**src/pkg/ufb_pkg.sv**
```systemverilog
`default_nettype none
package ufb_pkg;
	// register byte addresses, one aligned word each
	localparam logic [7:0] ADR_DIV_LOW = 8'h00;
	localparam logic [7:0] ADR_DIV_HIGH = 8'h04;
	localparam logic [7:0] ADR_DIV_FRAC = 8'h08;
	localparam logic [7:0] ADR_EIGHT_SEL = 8'h0C;
	localparam logic [7:0] ADR_FOUR_SEL = 8'h10;
	localparam logic [7:0] ADR_QUEUE_CTRL = 8'h14;
	localparam logic [7:0] ADR_MODEM_CTRL = 8'h18;
	localparam logic [7:0] ADR_LINE_MODE = 8'h1C;
	localparam logic [7:0] ADR_STATE = 8'h20;
	localparam logic [7:0] ADR_IRQ_STATUS = 8'h24;
	localparam logic [7:0] ADR_IRQ_MASK = 8'h28;

	// field positions
	localparam int QC_FIFO_EN_BIT = 0;
	localparam int MC_PRESCALE_BIT = 7;
	localparam int LM_HALF_DUPLEX_BIT = 0;
	localparam int FRAC_W = 4;
	localparam int EV_TX_BIT = 0;
	localparam int EV_RX_BIT = 1;
	localparam int EV_BIT_TIME = 2;
	localparam int EV_W = 3;

	// reset values
	localparam logic [7:0] RST_DIV_LOW = 8'h01;
	localparam logic [7:0] RST_DIV_HIGH = 8'h00;
	localparam logic [7:0] RST_DIV_FRAC = 8'h00;
	localparam logic [7:0] RST_SAMPLE_SEL = 8'h00;
	localparam logic [7:0] RST_CTRL = 8'h00;
	localparam logic [EV_W-1:0] RST_IRQ = 3'h0;

	// sampling mode selector values and counts
	localparam logic [7:0] SEL_ON = 8'hFF;
	localparam logic [7:0] SEL_OFF = 8'h00;
	localparam logic [4:0] SAMPLES_16X = 5'h10;
	localparam logic [4:0] SAMPLES_8X = 5'h08;
	localparam logic [4:0] SAMPLES_4X = 5'h04;
	localparam logic [1:0] PRESCALE_LAST = 2'h3; // divide by 4

	// timing
	localparam int CLK_FREQ_HZ = 10_000_000;

	// fifo level width (0..32 entries)
	localparam int LVL_W = 6;

	typedef enum logic [1:0] {
		UFB_MODE_16X = 2'b00,
		UFB_MODE_8X = 2'b01,
		UFB_MODE_4X = 2'b10
	} ufb_mode_t;
endpackage : ufb_pkg
`default_nettype wire

```
**src/ufb_baud_irq.sv**
```systemverilog
// How it works
// - one clock, clk_i, drives divider, prescaler and all internal logic.
// - prescaler divides input clock by 1 when select bit 0, by 4 when 1.
// - divisor divides prescaled clock by 1 up to 65536-1/16, sixteenth steps.
// - low and high divisor bytes form integer part, fraction register the rest.
// - only low four fraction bits exist; n means n/16.
// - reset sets divisor to one: low 0x01, high and fraction 0x00.
// - tx shifting and rx sampling both use the one sampling tick.
// - both selectors 0x00 gives 16x sampling.
// - eight-times selector 0xFF, four-times 0x00 gives 8x sampling.
// - four-times 0xFF, eight-times 0x00 gives 4x; both 0xFF reserved.
// - 8x mode with odd fraction may jitter bit time by 1/16.
// - fifo off: tx interrupt high while byte held, low when empty.
// - fifo on, no half duplex: high above trigger, else low.
// - fifo on, half duplex: also low when whole transmitter empty.
// - fifo on: rx interrupt high below trigger, low above it.
// - bit time lasts 16, 8 or 4 sampling periods by mode.
`timescale 1ns/1ns
`default_nettype none
module ufb_baud_irq
	import ufb_pkg::*;
(
	// clock and reset
	input wire logic clk_i,
	input wire logic rst_i,
	// wishbone classic slave
	input wire logic wb_cyc_i,
	input wire logic wb_stb_i,
	input wire logic wb_we_i,
	input wire logic [7:0] wb_adr_i,
	input wire logic [3:0] wb_sel_i,
	input wire logic [31:0] wb_dat_i,
	output logic [31:0] wb_dat_o,
	output logic wb_ack_o,
	// transmit side state
	input wire logic tx_holding_full_i,
	input wire logic tx_all_empty_i,
	input wire logic [LVL_W-1:0] tx_level_i,
	input wire logic [LVL_W-1:0] tx_trigger_i,
	// receive side state
	input wire logic [LVL_W-1:0] rx_level_i,
	input wire logic [LVL_W-1:0] rx_trigger_i,
	// timing pulses to shift registers
	output logic sample_tick_o,
	output logic bit_tick_o,
	// interrupt outputs
	output logic int_pin_o,
	output logic irq_o
);

	// software registers
	logic [7:0] div_low;
	logic [7:0] div_high;
	logic [FRAC_W-1:0] div_frac;
	logic [7:0] eight_sel;
	logic [7:0] four_sel;
	logic fifo_en;
	logic prescale_sel;
	logic half_duplex;
	logic [EV_W-1:0] irq_status;
	logic [EV_W-1:0] irq_mask;

	// baud generator state
	logic [1:0] pre_cnt;
	logic [15:0] div_cnt;
	logic [FRAC_W-1:0] frac_acc;
	logic [4:0] samp_cnt;
	logic tx_cond_q;
	logic rx_cond_q;

	// bus decode
	wire bus_req = wb_cyc_i & wb_stb_i;
	wire wr_now = bus_req & wb_we_i & wb_ack_o & wb_sel_i[0];
	wire wr_low = wr_now & (wb_adr_i == ADR_DIV_LOW);
	wire wr_high = wr_now & (wb_adr_i == ADR_DIV_HIGH);
	wire wr_frac = wr_now & (wb_adr_i == ADR_DIV_FRAC);
	wire wr_eight = wr_now & (wb_adr_i == ADR_EIGHT_SEL);
	wire wr_four = wr_now & (wb_adr_i == ADR_FOUR_SEL);
	wire wr_queue = wr_now & (wb_adr_i == ADR_QUEUE_CTRL);
	wire wr_modem = wr_now & (wb_adr_i == ADR_MODEM_CTRL);
	wire wr_line = wr_now & (wb_adr_i == ADR_LINE_MODE);
	wire wr_istat = wr_now & (wb_adr_i == ADR_IRQ_STATUS);
	wire wr_imask = wr_now & (wb_adr_i == ADR_IRQ_MASK);
	// any change of rate restarts the generator so a shrinking divisor
	// never leaves the counter stranded above its new end value
	wire rate_wr = wr_low | wr_high | wr_frac | wr_eight | wr_four | wr_modem;

	// sampling mode decode; reserved and odd values fall back to 16x
	wire sel8 = (eight_sel == SEL_ON) & (four_sel == SEL_OFF);
	wire sel4 = (four_sel == SEL_ON) & (eight_sel == SEL_OFF);
	wire ufb_mode_t mode = sel8 ? UFB_MODE_8X :
		(sel4 ? UFB_MODE_4X : UFB_MODE_16X);

	// samples per bit from the mode
	logic [4:0] samples_per_bit;
	always_comb begin
		case (mode)
			UFB_MODE_16X: samples_per_bit = SAMPLES_16X;
			UFB_MODE_8X: samples_per_bit = SAMPLES_8X;
			UFB_MODE_4X: samples_per_bit = SAMPLES_4X;
			default: samples_per_bit = SAMPLES_16X;
		endcase
	end

	// prescaler: every clock, or every fourth clock
	wire pre_tick = ~prescale_sel | (pre_cnt == PRESCALE_LAST);

	// divisor: integer from both bytes, zero treated as one
	wire [15:0] div_int = {div_high, div_low};
	wire [15:0] div_eff = (div_int == 16'h0000) ? 16'h0001 : div_int;
	// fraction accumulator carry stretches a period by one prescaled tick
	wire [FRAC_W:0] acc_sum = {1'b0, frac_acc} + {1'b0, div_frac};
	wire frac_carry = acc_sum[FRAC_W];
	wire [16:0] period_last = {1'b0, div_eff} - 17'h0_0001
		+ {16'h0000, frac_carry};
	wire period_end = pre_tick & ({1'b0, div_cnt} == period_last);
	wire bit_end = period_end & (samp_cnt == samples_per_bit - 5'h01);

	// interrupt pin conditions from the transmitter and receiver
	wire tx_above = tx_level_i > tx_trigger_i;
	wire tx_cond_fifo = tx_above & ~(half_duplex & tx_all_empty_i);
	wire tx_cond = fifo_en ? tx_cond_fifo : tx_holding_full_i;
	wire rx_cond = fifo_en & (rx_level_i < rx_trigger_i);
	wire pin_cond = tx_cond | rx_cond;

	// events for the sticky status register
	wire [EV_W-1:0] ev_set = {bit_end, rx_cond & ~rx_cond_q,
		tx_cond & ~tx_cond_q};
	wire [EV_W-1:0] ev_clr = wr_istat ? wb_dat_i[EV_W-1:0] : RST_IRQ;
	// set wins over a clear in the same cycle
	wire [EV_W-1:0] next_irq_status = (irq_status & ~ev_clr) | ev_set;

	// read mux, unmapped addresses read zero
	logic [31:0] rd_data;
	always_comb begin
		rd_data = 32'h0000_0000;
		case (wb_adr_i)
			ADR_DIV_LOW: rd_data[7:0] = div_low;
			ADR_DIV_HIGH: rd_data[7:0] = div_high;
			ADR_DIV_FRAC: rd_data[FRAC_W-1:0] = div_frac;
			ADR_EIGHT_SEL: rd_data[7:0] = eight_sel;
			ADR_FOUR_SEL: rd_data[7:0] = four_sel;
			ADR_QUEUE_CTRL: rd_data[QC_FIFO_EN_BIT] = fifo_en;
			ADR_MODEM_CTRL: rd_data[MC_PRESCALE_BIT] = prescale_sel;
			ADR_LINE_MODE: rd_data[LM_HALF_DUPLEX_BIT] = half_duplex;
			ADR_STATE: rd_data[7:0] = {1'b0, mode, tx_cond_q, rx_cond_q,
				samp_cnt[2:0]};
			ADR_IRQ_STATUS: rd_data[EV_W-1:0] = irq_status;
			ADR_IRQ_MASK: rd_data[EV_W-1:0] = irq_mask;
			default: rd_data = 32'h0000_0000;
		endcase
	end

	// bus answer: ack one cycle after request, dropped the cycle after
	always_ff @(posedge clk_i) begin
		if (rst_i) begin
			wb_ack_o <= 1'b0;
			wb_dat_o <= 32'h0000_0000;
		end else begin
			wb_ack_o <= bus_req & ~wb_ack_o;
			wb_dat_o <= rd_data;
		end
	end

	// divisor registers, written at the acknowledging edge
	always_ff @(posedge clk_i) begin
		if (rst_i) begin
			div_low <= RST_DIV_LOW;
			div_high <= RST_DIV_HIGH;
			div_frac <= RST_DIV_FRAC[FRAC_W-1:0];
		end else begin
			if (wr_low)
				div_low <= wb_dat_i[7:0];
			if (wr_high)
				div_high <= wb_dat_i[7:0];
			if (wr_frac)
				div_frac <= wb_dat_i[FRAC_W-1:0];
		end
	end

	// mode and control registers
	always_ff @(posedge clk_i) begin
		if (rst_i) begin
			eight_sel <= RST_SAMPLE_SEL;
			four_sel <= RST_SAMPLE_SEL;
			fifo_en <= RST_CTRL[QC_FIFO_EN_BIT];
			prescale_sel <= RST_CTRL[MC_PRESCALE_BIT];
			half_duplex <= RST_CTRL[LM_HALF_DUPLEX_BIT];
		end else begin
			if (wr_eight)
				eight_sel <= wb_dat_i[7:0];
			if (wr_four)
				four_sel <= wb_dat_i[7:0];
			if (wr_queue)
				fifo_en <= wb_dat_i[QC_FIFO_EN_BIT];
			if (wr_modem)
				prescale_sel <= wb_dat_i[MC_PRESCALE_BIT];
			if (wr_line)
				half_duplex <= wb_dat_i[LM_HALF_DUPLEX_BIT];
		end
	end

	// interrupt status and mask
	always_ff @(posedge clk_i) begin
		if (rst_i) begin
			irq_status <= RST_IRQ;
			irq_mask <= RST_IRQ;
		end else begin
			irq_status <= next_irq_status;
			if (wr_imask)
				irq_mask <= wb_dat_i[EV_W-1:0];
		end
	end

	// prescaler counter on the single core clock, cleared by rate writes, held at zero when dividing by one
	always_ff @(posedge clk_i) begin
		if (rst_i | rate_wr | ~prescale_sel)
			pre_cnt <= 2'h0;
		else
			pre_cnt <= pre_cnt + 2'h1;
	end

	// divisor counter and fraction accumulator
	always_ff @(posedge clk_i) begin
		if (rst_i | rate_wr) begin
			div_cnt <= 16'h0000;
			frac_acc <= 4'h0;
		end else if (period_end) begin
			div_cnt <= 16'h0000;
			frac_acc <= acc_sum[FRAC_W-1:0];
		end else if (pre_tick) begin
			div_cnt <= div_cnt + 16'h0001;
		end
	end

	// sampling periods per bit; in 8x an odd fraction cannot split
	// evenly over eight periods, so bit times alternate by 1/16
	always_ff @(posedge clk_i) begin
		if (rst_i | rate_wr)
			samp_cnt <= 5'h00;
		else if (bit_end)
			samp_cnt <= 5'h00;
		else if (period_end)
			samp_cnt <= samp_cnt + 5'h01;
	end

	// registered timing pulses shared by transmitter and receiver
	always_ff @(posedge clk_i) begin
		if (rst_i) begin
			sample_tick_o <= 1'b0;
			bit_tick_o <= 1'b0;
		end else begin
			sample_tick_o <= period_end;
			bit_tick_o <= bit_end;
		end
	end

	// interrupt outputs, registered
	always_ff @(posedge clk_i) begin
		if (rst_i) begin
			tx_cond_q <= 1'b0;
			rx_cond_q <= 1'b0;
			int_pin_o <= 1'b0;
			irq_o <= 1'b0;
		end else begin
			tx_cond_q <= tx_cond;
			rx_cond_q <= rx_cond;
			int_pin_o <= pin_cond;
			irq_o <= |(next_irq_status & irq_mask);
		end
	end

endmodule : ufb_baud_irq
`default_nettype wire

```
**config.mk**
```make
export PLATFORM = sky130hd
export DESIGN_NAME = ufb_baud_irq
export DESIGN_NICKNAME = d
export VERILOG_FILES = /design/src/pkg/ufb_pkg.sv /design/src/ufb_baud_irq.sv
export SDC_FILE = /design/constraint.sdc
export NUM_CORES = 1
export LEC_CHECK = 0
export BUFFER_PORTS_ARGS = -buffer_cell sky130_fd_sc_hd__buf_2
export CORE_UTILIZATION = 45
export CTS_CLUSTER_SIZE = 10
export DETAILED_ROUTE_END_ITERATION = 12
export PLACE_DENSITY = 0.71
export SYNTH_ARGS = -nofsm -noshare
export SYNTH_HDL_FRONTEND = slang
export SYNTH_SLANG_ARGS = --single-unit
```
**constraint.sdc**
```tcl
create_clock -name clk_i -period 5.1 [get_ports clk_i]
set_clock_uncertainty 0.05 [all_clocks]
set_input_delay 0.765 -clock clk_i [delete_from_list [all_inputs] [get_ports clk_i]]
set_output_delay 0.765 -clock clk_i [all_outputs]
set_load 0.005 [all_outputs]
```
==> results.md <==
* Sequential area share after synthesis at 0.339
* Worst r2r dst: irq_o
* Cts bufs inserted at 9
* Clock tree root driver cell: clkbuf_16
* DP HPWL at 9.44 mm
* Relative slew margins at 0.203
* Worst-path clk slew at 0.06 ns
* HP Start: pre_cnt[0]
* P per Cell Area at 254 nW/µm²
* Initial antenna violation count at 0
* Top post-synthesis cells by count: 87 x dfxtp_1, 65 x nor2_1, 60 x nand2_1, 42 x a21oi_1, 40 x nand3_1
* Synth Area in XOR/XNOR at 0.0666
* Max clock buf depth at 2
* Synth Area in Adders at 0.0527
* R2R Setup Slk at 0.63 ns
* Total power at 1.44 mW
* RePlAce Congestion at 0.926
* Routed length per instance at 16.1 µm
* Slew @ Worst Pin at 1.18 ns
* Arrival @ worst endpoint at 4.71 ns
* Antenna Cells at 0
* Endpoints failing setup at 0
* Final period util at 0.877
* First-pass GRT wire length at 21.1 mm
* Share of the synthesized area in the top cell type at 0.339
* TNS Setup at 0 ns
* Antenna-violating nets left at 0
* First-pass iteration count of the detailed router at 5
* Reg-to-Reg Start: div_frac[0]
* CTS Hold Bufs at 0
* CTS tree: done
* Status: completed
* Detailed-route wire length at 13.0 mm
* WHS Path Cells at 1
* Die width at 109 µm
* Cell count after synthesis at 620
* 1st-iter DRT viols at 348
* RSZ-0062 raised after global routing: no
* # IOs at 112
* Post-Layout Cell Count at 807
* Post-synthesis compound-gate area fraction at 0.134
* Ranking of synthesized cells by area: dfxtp_1 34%, ha_1 4.9%, nor2_1 4.8%
* Multiplexer share of the synthesized area at 0.0644
* Buffer count from post-CTS setup fixing at 0
* Final hold slack at 0.372 ns
* DIE AREA at 11800 µm²
* Synthesized area per cell at 8.28 µm²
* Total congestion overflow at 0
* Number of clock sinks at 87
* Resized cells post-CTS at 0
* Layout area overhead at 10.7%
* P_leak at 2.40 nW
* Main synth FF type: dfxtp_1
* DRC violation count after routing at 0
* Initial core utilization at 0.467
* Crit path launch: div_frac[0]
* WHS Endpoint: pre_cnt[0]
* Final min period at 4.47 ns
* Crit end category: flip-flop
* Largest net degree at the start of global routing at 58
* Final core occ at 0.517
* Total global-route track usage at 0.232
* WP data required at 5.34 ns
* Worst hold path type: flip-flop to flip-flop
* Nets@finish at 758
* Die Y at 109 µm
* MaxCap Viol Count at 0
* Share of layout cells above drive strength 1 at 0.163
* Via-to-Cell Ratio at 5.76
* Yosys cell types at 70
* Async set-reset flop share out of synthesis at 0
* Cell taking the most area after synthesis: dfxtp_1
* Core box area at 11000 µm²
* Worst-path fanout max at 7
* Critical path type: flip-flop to flip-flop
* Number of flops mapped to enable cells by yosys at 0
* Final number of max-transition violations at 0
* VDD IR max at 0.000169 V
* Largest family of logic cells by synthesized area: simple AND/OR/NAND/NOR gates
* Final hold violation count at 0
* Vias at 4648
* Crit path launch type: flip-flop
* Netlist Area Pre-Place at 5130 µm²
* Buffers on Ports at 60
* Placed cells at 791
* Vias in the first global route at 4267
* #FFs+latches synth at 87
* CTS HTree Levels at 3
* Yosys warnings at 0
* Max Clk Rate at 224 MHz
* Post-synthesis simple-gate area fraction at 0.253
* Core Rows at 38
* Count leader, synth: dfxtp_1
* Worst-skew pair later-pin latency at 0.35 ns
* Cells on worst reg2reg path at 15
worst max-delay path by stage:
stage | to | slack [ns] | cells after the start
global route | frac_acc[1] | 0.32 | 15
detailed placement | irq_o | 0.67 | 15
finish | irq_o | 0.63 | 15
global placement | irq_o | 0.83 | 15
floorplan | div_cnt[5] | 1.08 | 14
CTS | irq_o | 0.67 | 15
final cells by class:
cell class	instances	area, µm²
clock buffers	11	243
clock inverters	5	57.6
fillers	1009	5300
inverters	24	90.1
multi-input cells	474	3030
flip-flops and latches	87	1740
well taps	140	175
repair buffers	66	345
critical path: stages, from the launching register on:
cell	delay, ns
dfxtp_1	0.34
ha_1	0.22
inv_1	0.08
fa_1	0.20
inv_1	0.06
a21o_1	0.16
a21oi_1	0.17
ha_1	0.22
ha_1	0.28
nor3b_1	0.75
nand4_1	0.20
xnor2_1	0.20
or4_4	0.46
or4_4	0.57
nor3_2	0.29
a21o_1	0.16
registers in the layout, summed over array words and instances (netlist names), 2 cells and up:
register and count:
div_frac 4, pre_cnt 2, irq_status 3, irq_mask 3, eight_sel 8, wb_dat_o 8, div_high 8, div_cnt 16
div_low 8, samp_cnt 5, frac_acc 4, four_sel 8
cell families (layout without fill, tap and decap cells):
group,after synthesis,in the layout
AND/OR/NAND/NOR,253,253
AO/OA/AOI/OAI,105,105
flip-flops,87,87
buffers and inverters,82,106
XOR/XNOR,39,39
multiplexers,32,32
adder cells (fa/ha/maj),21,21
other,1,24
metrics by stage:
| stage | setup slack [ns] | instance area, µm² |
|---|---|---|
| floorplan | 1.08 | 5220 |
| global placement | 0.829 | 5380 |
| detailed placement | 0.674 | 5380 |
| CTS | 0.666 | 5680 |
| global route | 0.316 | 5680 |
| finish | 0.628 | 5680 |
layout by cell type (no fill, tap or decap), types with 19 or more instances in the layout:
cell type / netlist / routed
a21oi_1: 42 / 42
buf_2: 1 / 60
conb_1: 1 / 24
dfxtp_1: 87 / 87
ha_1: 20 / 20
inv_1: 24 / 24
mux2i_1: 24 / 24
nand2_1: 60 / 60
nand3_1: 40 / 40
nor2_1: 65 / 64
xnor2_1: 20 / 20
xor2_1: 19 / 19
routing by layer:
layer | GRT usage | up-vias | routed length [µm]
li1 | - | 2241 | -
met1 | 0.281 | 2183 | 5520
met2 | 0.380 | 185 | 6240
met3 | 0.0400 | 39 | 747
met4 | 0.145 | 0 | 520
met5 | 0 | - | 0
power by group:
part	switching [mW]	leakage [nW]	internal [mW]
Combinational	0.0520	1.56	0.0326
Clock	0.275	0.138	0.392
Sequential	0.00486	0.702	0.684
Total	0.332	2.40	1.11
(Power assumes the default switching activity.)
